**src/tmr_pkg.sv**
```systemverilog
// Purpose: constants and carriers for the primary timer block
// Assumes: 32-bit Avalon-MM word registers, byte addresses
// Notes: control bit positions follow the timer_control layout
package tmr_pkg;
	// ==================================================
	// register offsets (byte addresses)
	localparam logic [4:0] OFF_CONTROL = 5'h00; // timer_control
	localparam logic [4:0] OFF_COUNT_LOW = 5'h04; // count_low_byte
	localparam logic [4:0] OFF_COUNT_HIGH = 5'h08; // count_high_byte
	localparam logic [4:0] OFF_STATUS = 5'h0C; // overflow flag and enable
	localparam logic [4:0] OFF_UNIT_A_CTRL = 5'h10; // capcomp_unit_a control
	localparam logic [4:0] OFF_UNIT_A_DATA = 5'h14; // capcomp_unit_a data
	localparam logic [4:0] OFF_UNIT_B_CTRL = 5'h18; // capcomp_unit_b control
	localparam logic [4:0] OFF_UNIT_B_DATA = 5'h1C; // capcomp_unit_b data
	// ==================================================
	// control field positions
	localparam int BIT_RUN = 0;
	localparam int BIT_SRC = 1;
	localparam int BIT_SYNC_BYP = 2;
	localparam int BIT_OSC_EN = 3;
	localparam int BIT_PS_LO = 4;
	localparam int BIT_OSC_RUN = 6;
	localparam int BIT_ATOMIC = 7;
	// capcomp_control fields: [1:0] mode, [2] timer select, [3] trigger enable
	localparam logic [1:0] MODE_OFF = 2'h0;
	localparam logic [1:0] MODE_CAPTURE = 2'h1;
	localparam logic [1:0] MODE_COMPARE = 2'h2;
	localparam logic [1:0] MODE_PWM = 2'h3;
	// ==================================================
	// reset values and counts
	localparam logic [7:0] CONTROL_RESET = 8'h00;
	localparam logic [1:0] INSTR_DIV = 2'h3; // quarter rate: count 0..3
	// ==================================================
	// carrier for the counter pair
	typedef struct packed {
		logic [7:0] high;
		logic [7:0] low;
	} count_t;
endpackage

```
**src/primary_timer.sv**
```systemverilog
// Purpose: primary_timer, 16-bit timer/counter with capcomp time-base links
// Assumes: clk is the oscillator clock; pin inputs synchronous to clk
// Notes: registers reached over Avalon-MM with waitrequest
// How it works
// - sixteen-bit counter as two software bytes
// - special trigger clears the unit's time base
// - bit zero runs or halts counting
// - bit seven selects atomic sixteen-bit access
// - bit three enables the timer oscillator
// - bit two bypasses external input synchronisation
// - bit one selects external rising edges
// - each unit has control and data bytes
// - capture/compare use timer; PWM uses pwm_timebase
// - secondary control selection bits assign time bases (capture only here; compare triggers ignore them)
// - no capture in unsynchronised external mode
// - fuse routes unit b pin C1 or B3
// - only unit b trigger starts conversion
// - both PWM units share timebase overflow
// - PWM and capture units stay independent
//
// Added by the designer: the placing of the registers and the Avalon-MM register port.
`timescale 1ns/1ps
module primary_timer
	import tmr_pkg::*;
(
	// clock and reset
	input wire logic clk,
	input wire logic nrst,
	// avalon-mm slave
	input wire logic [4:0] address,
	input wire logic read,
	input wire logic write,
	input wire logic [31:0] writedata,
	output logic [31:0] readdata,
	output logic waitrequest,
	// pins and neighbours
	input wire logic external_count_input,
	input wire logic sysclk_sel_timer_osc,
	input wire logic unit_b_pin_route_fuse,
	input wire logic [1:0] secondary_timer_select,
	input wire logic pwm_timebase_overflow,
	input wire logic capture_event_a,
	input wire logic capture_event_b,
	// outputs
	output logic timer_osc_enable,
	output logic overflow_irq,
	output logic adc_start,
	output logic pwm_update,
	output logic unit_b_on_port_c_line_1,
	output logic unit_b_on_port_b_line_3
);
	// ==================================================
	// state
	logic [7:0] control_reg, control_next; // timer_control writable bits
	count_t count_reg, count_next; // live counter
	logic [7:0] high_buf_reg, high_buf_next; // atomic high-byte buffer
	logic [2:0] ps_reg, ps_next; // prescaler
	logic [1:0] idiv_reg, idiv_next; // instruction clock divider
	logic ext_s_reg, ext_s_next; // synchronised pin
	logic ext_d_reg, ext_d_next; // previous pin level
	logic ovf_reg, ovf_next; // overflow flag
	logic ovf_en_reg, ovf_en_next; // overflow request enable
	logic irq_reg, irq_next;
	logic [3:0] ua_ctrl_reg, ua_ctrl_next;
	logic [3:0] ub_ctrl_reg, ub_ctrl_next;
	logic [15:0] ua_data_reg, ua_data_next;
	logic [15:0] ub_data_reg, ub_data_next;
	logic adc_reg, adc_next;
	logic pwm_reg, pwm_next;
	logic wait_reg, wait_next; // one wait state per access
	logic wreq_reg, wreq_next; // registered waitrequest, high while idle
	logic [31:0] rdata_reg, rdata_next;
	logic osc_run_reg, osc_run_next;
	logic pc1_reg, pb3_reg;
	// ==================================================
	// combinational helpers
	logic sel_ext, ext_edge, base_tick, ps_tick, tick;
	logic take, peek, trig_a, trig_b, clear_req, cap_ok;
	logic [16:0] inc;
	always_comb begin
		sel_ext = control_reg[BIT_SRC];
		// bypass looks at the raw pin, else at the synchronised copy
		ext_edge = control_reg[BIT_SYNC_BYP] ? (external_count_input & ~ext_d_reg)
			: (ext_s_reg & ~ext_d_reg);
		base_tick = sel_ext ? ext_edge : (idiv_reg == INSTR_DIV);
		case (control_reg[BIT_PS_LO+1:BIT_PS_LO])
			2'h0: ps_tick = base_tick;
			2'h1: ps_tick = base_tick & (ps_reg[0] == 1'b1);
			2'h2: ps_tick = base_tick & (ps_reg[1:0] == 2'h3);
			default: ps_tick = base_tick & (ps_reg == 3'h7);
		endcase
		tick = ps_tick & control_reg[BIT_RUN];
		inc = {1'b0, count_reg} + 17'h00001;
		take = (read | write) & wait_reg;
		// read data launches one edge early so it stands at the take edge
		peek = read & ~wait_reg;
		// a trigger needs compare mode, trigger enable and timer use
		trig_a = (ua_ctrl_reg[1:0] == MODE_COMPARE) & ua_ctrl_reg[3] & ~ua_ctrl_reg[2]
			& ({count_reg} == ua_data_reg);
		trig_b = (ub_ctrl_reg[1:0] == MODE_COMPARE) & ub_ctrl_reg[3] & ~ub_ctrl_reg[2]
			& ({count_reg} == ub_data_reg);
		clear_req = trig_a | trig_b;
		cap_ok = ~(sel_ext & control_reg[BIT_SYNC_BYP]);
	end
	// ==================================================
	// next-state logic
	always_comb begin
		control_next = control_reg;
		count_next = count_reg;
		high_buf_next = high_buf_reg;
		ps_next = ps_reg;
		idiv_next = idiv_reg + 2'h1;
		ext_s_next = external_count_input;
		ext_d_next = control_reg[BIT_SYNC_BYP] ? external_count_input : ext_s_reg;
		ovf_next = ovf_reg;
		ovf_en_next = ovf_en_reg;
		ua_ctrl_next = ua_ctrl_reg;
		ub_ctrl_next = ub_ctrl_reg;
		ua_data_next = ua_data_reg;
		ub_data_next = ub_data_reg;
		adc_next = trig_b;
		pwm_next = pwm_timebase_overflow;
		osc_run_next = sysclk_sel_timer_osc;
		wait_next = (read | write) & ~wait_reg;
		wreq_next = ~wait_next;
		rdata_next = 32'h00000000;
		if (base_tick) begin
			ps_next = ps_reg + 3'h1;
		end
		// counting, with the trigger clear taking priority
		if (clear_req) begin
			count_next = 16'h0000;
		end else if (tick) begin
			count_next = inc[15:0];
		end
		// units pick the primary timer only when select bit clear
		// the secondary select input forces the choice per unit
		if (cap_ok && ua_ctrl_reg[1:0] == MODE_CAPTURE && ~(ua_ctrl_reg[2] | secondary_timer_select[0])
			&& capture_event_a) begin
			ua_data_next = count_reg;
		end
		if (cap_ok && ub_ctrl_reg[1:0] == MODE_CAPTURE && ~(ub_ctrl_reg[2] | secondary_timer_select[1])
			&& capture_event_b) begin
			ub_data_next = count_reg;
		end
		// register access
		if (take && write) begin
			case (address)
				OFF_CONTROL: control_next = writedata[7:0] & 8'hBF;
				OFF_COUNT_LOW: begin
					count_next.low = writedata[7:0];
					if (control_reg[BIT_ATOMIC]) begin
						count_next.high = high_buf_reg;
					end
				end
				OFF_COUNT_HIGH: begin
					if (control_reg[BIT_ATOMIC]) begin
						high_buf_next = writedata[7:0];
					end else begin
						count_next.high = writedata[7:0];
					end
				end
				OFF_STATUS: ovf_en_next = writedata[1];
				OFF_UNIT_A_CTRL: ua_ctrl_next = writedata[3:0];
				OFF_UNIT_A_DATA: ua_data_next = writedata[15:0];
				OFF_UNIT_B_CTRL: ub_ctrl_next = writedata[3:0];
				OFF_UNIT_B_DATA: ub_data_next = writedata[15:0];
				default: ;
			endcase
		end
		// overflow flag: write-one clear, set wins
		if (take && write && address == OFF_STATUS && writedata[0]) begin
			ovf_next = 1'b0;
		end
		if (tick && !clear_req && inc[16]) begin
			ovf_next = 1'b1;
		end
		if (peek) begin
			case (address)
				OFF_CONTROL: rdata_next = {24'h000000, control_reg[7], osc_run_reg, control_reg[5:0]};
				OFF_COUNT_LOW: rdata_next = {24'h000000, count_reg.low};
				OFF_COUNT_HIGH: rdata_next = {24'h000000,
					control_reg[BIT_ATOMIC] ? high_buf_reg : count_reg.high};
				OFF_STATUS: rdata_next = {30'h00000000, ovf_en_reg, ovf_reg};
				OFF_UNIT_A_CTRL: rdata_next = {28'h0000000, ua_ctrl_reg};
				OFF_UNIT_A_DATA: rdata_next = {16'h0000, ua_data_reg};
				OFF_UNIT_B_CTRL: rdata_next = {28'h0000000, ub_ctrl_reg};
				OFF_UNIT_B_DATA: rdata_next = {16'h0000, ub_data_reg};
				default: rdata_next = 32'h00000000;
			endcase
			// low read latches the high byte for a torn-free pair
			if (address == OFF_COUNT_LOW && control_reg[BIT_ATOMIC]) begin
				high_buf_next = count_reg.high;
			end
		end
		irq_next = ovf_next & ovf_en_next;
	end
	// ==================================================
	// registers
	always_ff @(posedge clk or negedge nrst) begin
		if (!nrst) begin
			control_reg <= CONTROL_RESET;
			count_reg <= '0;
			high_buf_reg <= 8'h00;
			ps_reg <= 3'h0;
			idiv_reg <= 2'h0;
			ext_s_reg <= 1'b0;
			ext_d_reg <= 1'b0;
			ovf_reg <= 1'b0;
			ovf_en_reg <= 1'b0;
			irq_reg <= 1'b0;
			ua_ctrl_reg <= 4'h0;
			ub_ctrl_reg <= 4'h0;
			ua_data_reg <= 16'h0000;
			ub_data_reg <= 16'h0000;
			adc_reg <= 1'b0;
			pwm_reg <= 1'b0;
			wait_reg <= 1'b0;
			wreq_reg <= 1'b1;
			rdata_reg <= 32'h00000000;
			osc_run_reg <= 1'b0;
			pc1_reg <= 1'b0;
			pb3_reg <= 1'b0;
		end else begin
			control_reg <= control_next;
			count_reg <= count_next;
			high_buf_reg <= high_buf_next;
			ps_reg <= ps_next;
			idiv_reg <= idiv_next;
			ext_s_reg <= ext_s_next;
			ext_d_reg <= ext_d_next;
			ovf_reg <= ovf_next;
			ovf_en_reg <= ovf_en_next;
			irq_reg <= irq_next;
			ua_ctrl_reg <= ua_ctrl_next;
			ub_ctrl_reg <= ub_ctrl_next;
			ua_data_reg <= ua_data_next;
			ub_data_reg <= ub_data_next;
			adc_reg <= adc_next;
			pwm_reg <= pwm_next;
			wait_reg <= wait_next;
			wreq_reg <= wreq_next;
			rdata_reg <= rdata_next;
			osc_run_reg <= osc_run_next;
			pc1_reg <= unit_b_pin_route_fuse;
			pb3_reg <= ~unit_b_pin_route_fuse;
		end
	end
	// ==================================================
	// outputs, all from flip-flops
	always_comb begin
		readdata = rdata_reg;
		waitrequest = wreq_reg;
		timer_osc_enable = control_reg[BIT_OSC_EN];
		overflow_irq = irq_reg;
		adc_start = adc_reg;
		pwm_update = pwm_reg;
		unit_b_on_port_c_line_1 = pc1_reg;
		unit_b_on_port_b_line_3 = pb3_reg;
	end
	// ==================================================
	// checks
	property p_clear;
		@(posedge clk) disable iff (!nrst) clear_req |=> count_reg == 16'h0000;
	endproperty
	a_clear: assert property (p_clear) else $error("trigger did not clear counter");
	property p_halt;
		@(posedge clk) disable iff (!nrst) (!control_reg[BIT_RUN] && !clear_req && !(take && write))
			|=> $stable(count_reg);
	endproperty
	a_halt: assert property (p_halt) else $error("counter moved while halted");
	property p_ovf;
		@(posedge clk) disable iff (!nrst) (tick && !clear_req && count_reg == 16'hFFFF) |=> ovf_reg;
	endproperty
	a_ovf: assert property (p_ovf) else $error("rollover missed overflow flag");
	property p_irq;
		@(posedge clk) disable iff (!nrst) overflow_irq |-> $past(ovf_en_next);
	endproperty
	a_irq: assert property (p_irq) else $error("request raised while disabled");
	property p_int_rate;
		@(posedge clk) disable iff (!nrst) (tick && !sel_ext && control_reg[5:4] == 2'h0 && $stable(control_reg))
			|=> !tick [*3];
	endproperty
	a_int_rate: assert property (p_int_rate) else $error("internal count faster than quarter rate");
	property p_adc;
		@(posedge clk) disable iff (!nrst) adc_start |-> $past(trig_b);
	endproperty
	a_adc: assert property (p_adc) else $error("conversion start without unit b trigger");
	property p_route;
		@(posedge clk) disable iff (!nrst) $past(nrst) |-> (unit_b_on_port_c_line_1 != unit_b_on_port_b_line_3);
	endproperty
	a_route: assert property (p_route) else $error("unit b routed to both or no pins");
	property p_osc;
		@(posedge clk) disable iff (!nrst) (take && write && address == OFF_CONTROL)
			|=> timer_osc_enable == $past(writedata[BIT_OSC_EN]);
	endproperty
	a_osc: assert property (p_osc) else $error("oscillator enable mismatch");
	property p_wait;
		@(posedge clk) disable iff (!nrst) (read || write) && waitrequest |=> !waitrequest;
	endproperty
	a_wait: assert property (p_wait) else $error("slave did not answer in one cycle");
	c_ovf: cover property (@(posedge clk) disable iff (!nrst) $rose(ovf_reg));
	c_clear: cover property (@(posedge clk) disable iff (!nrst) clear_req);
	c_ext: cover property (@(posedge clk) disable iff (!nrst) sel_ext && tick);
	c_cap: cover property (@(posedge clk) disable iff (!nrst) ua_data_next != ua_data_reg && !(take && write));
endmodule

```
**config.mk**
```make
export PLATFORM = sky130hd
export DESIGN_NAME = primary_timer
export DESIGN_NICKNAME = d
export VERILOG_FILES = /design/src/tmr_pkg.sv /design/src/primary_timer.sv
export SDC_FILE = /design/constraint.sdc
export NUM_CORES = 1
export LEC_CHECK = 0
export ABC_AREA = 1
export BUFFER_PORTS_ARGS = -buffer_cell sky130_fd_sc_hd__buf_2
export CORE_ASPECT_RATIO = 0.6
export CORE_MARGIN = 1.5
export CORE_UTILIZATION = 55
export CTS_BUF_LIST = sky130_fd_sc_hd__clkbuf_4 sky130_fd_sc_hd__clkbuf_8
export CTS_CLUSTER_DIAMETER = 80
export CTS_CLUSTER_SIZE = 24
export DETAILED_ROUTE_END_ITERATION = 10
export GPL_ROUTABILITY_DRIVEN = 0
export GPL_TIMING_DRIVEN = 0
export PLACE_DENSITY_LB_ADDON = 0.05
export SLEW_MARGIN = 30
export SYNTH_ARGS = -nofsm -noshare
export SYNTH_HDL_FRONTEND = slang
export SYNTH_SLANG_ARGS = --single-unit
```
**constraint.sdc**
```tcl
create_clock -name clk -period 6.1 [get_ports clk]
set_clock_uncertainty 0.15 [all_clocks]
set_input_delay 0.305 -clock clk [delete_from_list [all_inputs] [get_ports clk]]
set_output_delay 0.305 -clock clk [all_outputs]
set_load 0.01 [all_outputs]
```
* After elaboration in Yosys (flattened, before gate mapping)
Cells that the tools add are included.
Storage, ports and cells: output and inout port bits 39, logic and storage cells 121, register bits 120, bits of input ports 49
Operators by class: reduce and logical (&&, ||, !) cells 18, eq/ne operators 18, bitwise gates (word level) 30, mux-type cells 29, add/subtract/negate cells 3
Operators with widths (count):
- 16-bit two-way mux | 10
- 16-bit one-hot mux with 8 select lines | 1
- 8-bit two-way mux | 9
- 16-bit == test | 2
- 5-bit == test (second input constant) | 4
- 16-bit by 1-bit adder with 17-bit output (second input constant) | 1
- 1-bit AND | 17
- 8-bit one-hot mux with 2 select lines | 1
- 1-bit logical AND | 12
- 2-bit == test (second input constant) | 5
- 5-bit by 4-bit == test with 1-bit output (second input constant) | 2
- 1-bit inverter | 9
- 1-bit two-way mux | 7
- 2-bit by 1-bit == test with 1-bit output (second input constant) | 3
- 2-bit AND reduction | 3
- 5-bit by 3-bit == test with 1-bit output (second input constant) | 1
- 5-bit logical NOT | 1
- 1-bit OR | 4
- 3-bit by 1-bit adder with 3-bit output (second input constant) | 1
- 3-bit == test (second input constant) | 1
- 1-bit one-hot mux with 3 select lines | 1
- 2-bit by 1-bit adder with 2-bit output (second input constant) | 1
- 2-bit logical NOT | 1
- 1-bit logical NOT | 1

* Depth between registers and ports, before layout
depth after elaboration 12, gate-level depth with buffers 17, depth with buffers taken out 17

* Worst setup path after synthesis
OpenSTA, ideal clock, no wires.
kind flip-flop to flip-flop, start point reg control_reg[4], end point reg count_reg[14] (netlist name), arrival time 1.690 ns, required time 5.884 ns, setup time 0.066 ns, clock period less this slack 1.906 ns, setup slack 4.194 ns, buffers on the path 0, stages on the path, launching flop included 14, cell sequence dfrtp_1 > inv_1 > ha_1 > inv_1 > a21oi_1 > nand2_1 > nand2_1 > nor2_4 > nand3_1 > nor2_2 > nand2_1 > o21ai_1 > nand3_1 > nand2_1
RTL lines:
- start: declaration | line primary_timer.sv:54 | logic [7:0] control_reg, control_next;
- start signal: assignment | line primary_timer.sv:225 | control_reg <= control_next;
- end signal: assignment | line primary_timer.sv:226 | count_reg <= count_next;
- end: declaration | line primary_timer.sv:55 | count_t count_reg, count_next;

==> metrics.md <==
| Metric | Value |
|---|---|
| Avg Inst Size Synth | `7.433 um^2` |
| Slew Limit Fails | `0` |
| Max-cap violation count | `0` |
| R2r worst-path depth | `11` |
| Die area | `12050 um^2` |
| Largest net degree at the start of global routing | `71` |
| Hold Fails Final Rpt | `0` |
| H-tree levels | `3` |
| Root Driver | `clkbuf_8` |
| Unrepaired setup endpoints after global routing | `false` |
| WL/cell | `18.05 um` |
| Count of cell types in the netlist | `49` |
| Setup TNS | `0 ns` |
| Lkg Pwr | `between 3 and 4 nW` |
| Top_reg_cell synth | `dfrtp_1` |
| Hold Buf Count CTS | `5` |
| Global Route Usage Sum | `33.59%` |
| CP delay by family, top | `simple AND/OR/NAND/NOR gates` |
| CTS clock-pin slew for the worst setup and hold paths | `0.11 ns` |
| Buffers plus inverters on the worst setup path | `1` |
| Status | `complete, no violations` |
| Max FO, Critical Path | `7` |
| Post-synthesis sequential area ratio | `41.60%` |
| FF-to-FF setup slack | `3.70 ns` |
| Setup bufs post-CTS | `0` |
| Initial Utilization | `57.88%` |
| Final min period | `2.403 ns` |
| Mapped Cells | `between 800 and 900` |
| DRT iter0 DRCs | `815` |
| Place WS | `3.891 ns` |
| Number of top-level pins | `a little under 90` |
| Hold_sp | `writedata[11]` |
| Diode count | `0` |
| Pwr per Cell Area | `327.2 nW/um^2` |
| Worst slew margin | `48.05%` |
| Crit share post-route | `~39%` |
| Fmax | `416.2 MHz` |
| Cell Chain, Critical Path | `inv_1, nand2_1, nand2_1, a21oi_1, nand2_1, nor2_1, nand3_1, nand3_1, nand2_1, a21oi_1, nand2_1` |
| Vias per cell | `approximately 5.9` |
| Hold crit path type | `in2reg` |
| Die height | `85.63 um` |
| First-pass GRT wire length | `30660 um` |
| Routed WL | `~19000 um` |
| Initial antenna violation count | `0` |
| Worst Hold End | `ub_data_reg[11]` |
| # setup viols final | `0` |
| Worst skew pair latency | `0.37 ns` |
| Crit. End Element | `flip-flop` |
| Total CTS buffers | `9` |
| EDFF count, synth | `0` |
| Yosys warnings | `0` |
| Hold path depth | `3` |
| Vias in the first global route | `5829` |
| Final #Nets | `984` |
| Clock tree buffer depth | `2` |
| Asr flop ratio synth | `between 90% and 100%` |
| Antenna Nets Post-Route | `0` |
| Vias | `about 6.3k` |
| Resized cells post-CTS | `0` |
| Crit start category | `flip-flop` |
| FP Rows | `29` |
| Clk sink count | `104` |
| Largest stage delay on the critical path | `0.53 ns` |
| Area grow syn2layout | `12.18%` |
| Setup CP Type | `reg2reg` |
| Max IR drop VDD | `about 0.17 mV` |
| Final WS setup | `roughly 3.7 ns` |
| GRT overflow | `0` |
| Ratio of cells with drive above 1 in the final layout | `14.36%` |
| Drt pass-1 iters | `6` |
| Mapped Area | `6259 um^2` |
| Core Box Area | `between 10000 and 15000 um^2` |
| Worst Path Required | `6.21 ns` |
| Worst R2R Start | `count_reg[10]` |
| Most common cell on crit path | `nand2_1` |
| DRC viols | `0` |
| Reg2Reg Capture Point | `count_reg[15]` |
| Chip Width | `between 100 and 150 um` |
| CTS tree | `done` |
| Largest cells by area after synthesis | `dfrtp_1 41%, nand2_1 11%, o21ai_0 7.8%` |
| Least-Margin Pin Slew | `0.7793 ns` |
| Slowest CP cell | `dfrtp_1` |
| WP data arrival | `~2.5 ns` |
| Number of synthesized register bits | `roughly 100` |
| Port Buf Inserts | `54` |
| Hpwl dp | `approximately 15000 um` |
| Post-synth top area share | `between 40 and 50%` |
| Post-synth top area cell | `dfrtp_1` |
==> worst min-delay path: stages <==
cell and delay, ns:
buf_2 0.09, inv_1 0.05, o21ai_0 0.07
==> placed cells by master, fill, tap and decap left out, types with 4 or more instances in the layout <==
cell / instances
a21oi_1: 55
a31oi_1: 5
buf_2: 66
buf_4: 21
clkbuf_1: 15
clkbuf_8: 11
conb_1: 16
dfrtp_1: 103
dlygate4sd3_1: 5
ha_1: 7
inv_1: 117
nand2_1: 177
nand3_1: 27
nand4_1: 4
nor2_1: 77
nor3_1: 14
o211ai_1: 5
o21ai_0: 97
o21ai_1: 7
o22ai_1: 26
xnor2_1: 9
xor2_1: 16
==> power by group <==
part           internal [mW]  total, mW  switching [mW]  leakage (nW)
clock                  0.152      0.408           0.256        0.0827
combinational          0.319      0.909           0.589          2.27
sequential             0.858      0.980           0.122          1.29
==> stage by stage <==
stage / instances / hold slack (ns) / cell area (um^2) / power [mW] / utilization [%]
after global routing: 1072 / 0.02292 / 7020 / 2.452 / 64.93
after CTS: 1072 / 0.02267 / 7020 / 2.266 / 64.93
after detailed placement: 1051 / 0.07005 / 6793 / 1.862 / 62.82
final: 1072 / 0.03379 / 7020 / 2.297 / 64.93
after floorplan: 857 / -0.1406 / 6315 / 1.598 / -
after global placement: 1050 / 0.2646 / 6759 / 1.825 / 62.51
==> Yosys cell counts (all sizes together) (2+ instances only) <==
master / number
nand2: 184
inv: 120
o21ai: 105
dfrtp: 103
nor2: 83
a21oi: 57
buf: 35
nand3: 29
o22ai: 26
clkbuf: 17
nor3: 16
xor2: 16
xnor2: 9
ha: 7
o211ai: 6
a31oi: 5
nand4: 5
a221oi: 3
a22oi: 2
a41oi: 2
nand3b: 2
==> metal layers <==
metal / share of wire, % / wire [um] / vias up / GRT usage [%]
li1: - / - / 2868 / -
met1: 44 / 8546 / 2943 / 49.42
met2: 40 / 7689 / 403 / 46.26
met3: 13 / 2549 / 58 / 10.83
met4: 2.9 / 566 / 0 / 11.84
met5: 0 / 0 / - / 0
==> worst max path at each step <==
stage	slack, ns	startpoint	endpoint	cells after the start
finish	3.70	count_reg[10]	count_reg[15]	11
global route	3.56	count_reg[11]	count_reg[9]	13
CTS	3.88	count_reg[11]	count_reg[15]	11
detailed placement	3.89	count_reg[10]	count_reg[15]	11
global placement	3.44	nrst	readdata[13]	1
floorplan	4.19	control_reg[4]	count_reg[14]	13
==> area by class of cell <==
| class | instances | area, um^2 |
|---|---|---|
| well taps | 139 | 173.9 |
| fillers | 983 | 3792 |
| clock buffers | 9 | 123.9 |
| flip-flops and latches | 104 | 2604 |
| inverters | 120 | 450.4 |
| plain buffers | 52 | 317.8 |
| clock inverters | 7 | 53.80 |
| multi-input cells | 581 | 2943 |
| repair buffers | 60 | 354.1 |
==> logic make-up (layout without fill, tap and decap cells) <==
logic type / count (synthesis) / count (layout) / share of synthesized area [%]
and+or+nand+nor: 322 / 322 / 22.55
AOI/OAI and AO/OA: 211 / 211 / 18.61
buffers and inverters: 172 / 248 / 12.27
DFF: 104 / 104 / 41.60
xor gates and xnor gates: 25 / 25 / 3.499
adders and majority gates: 7 / 7 / 1.399
other: 1 / 16 / 0.05992
(Power assumes the default switching activity.)
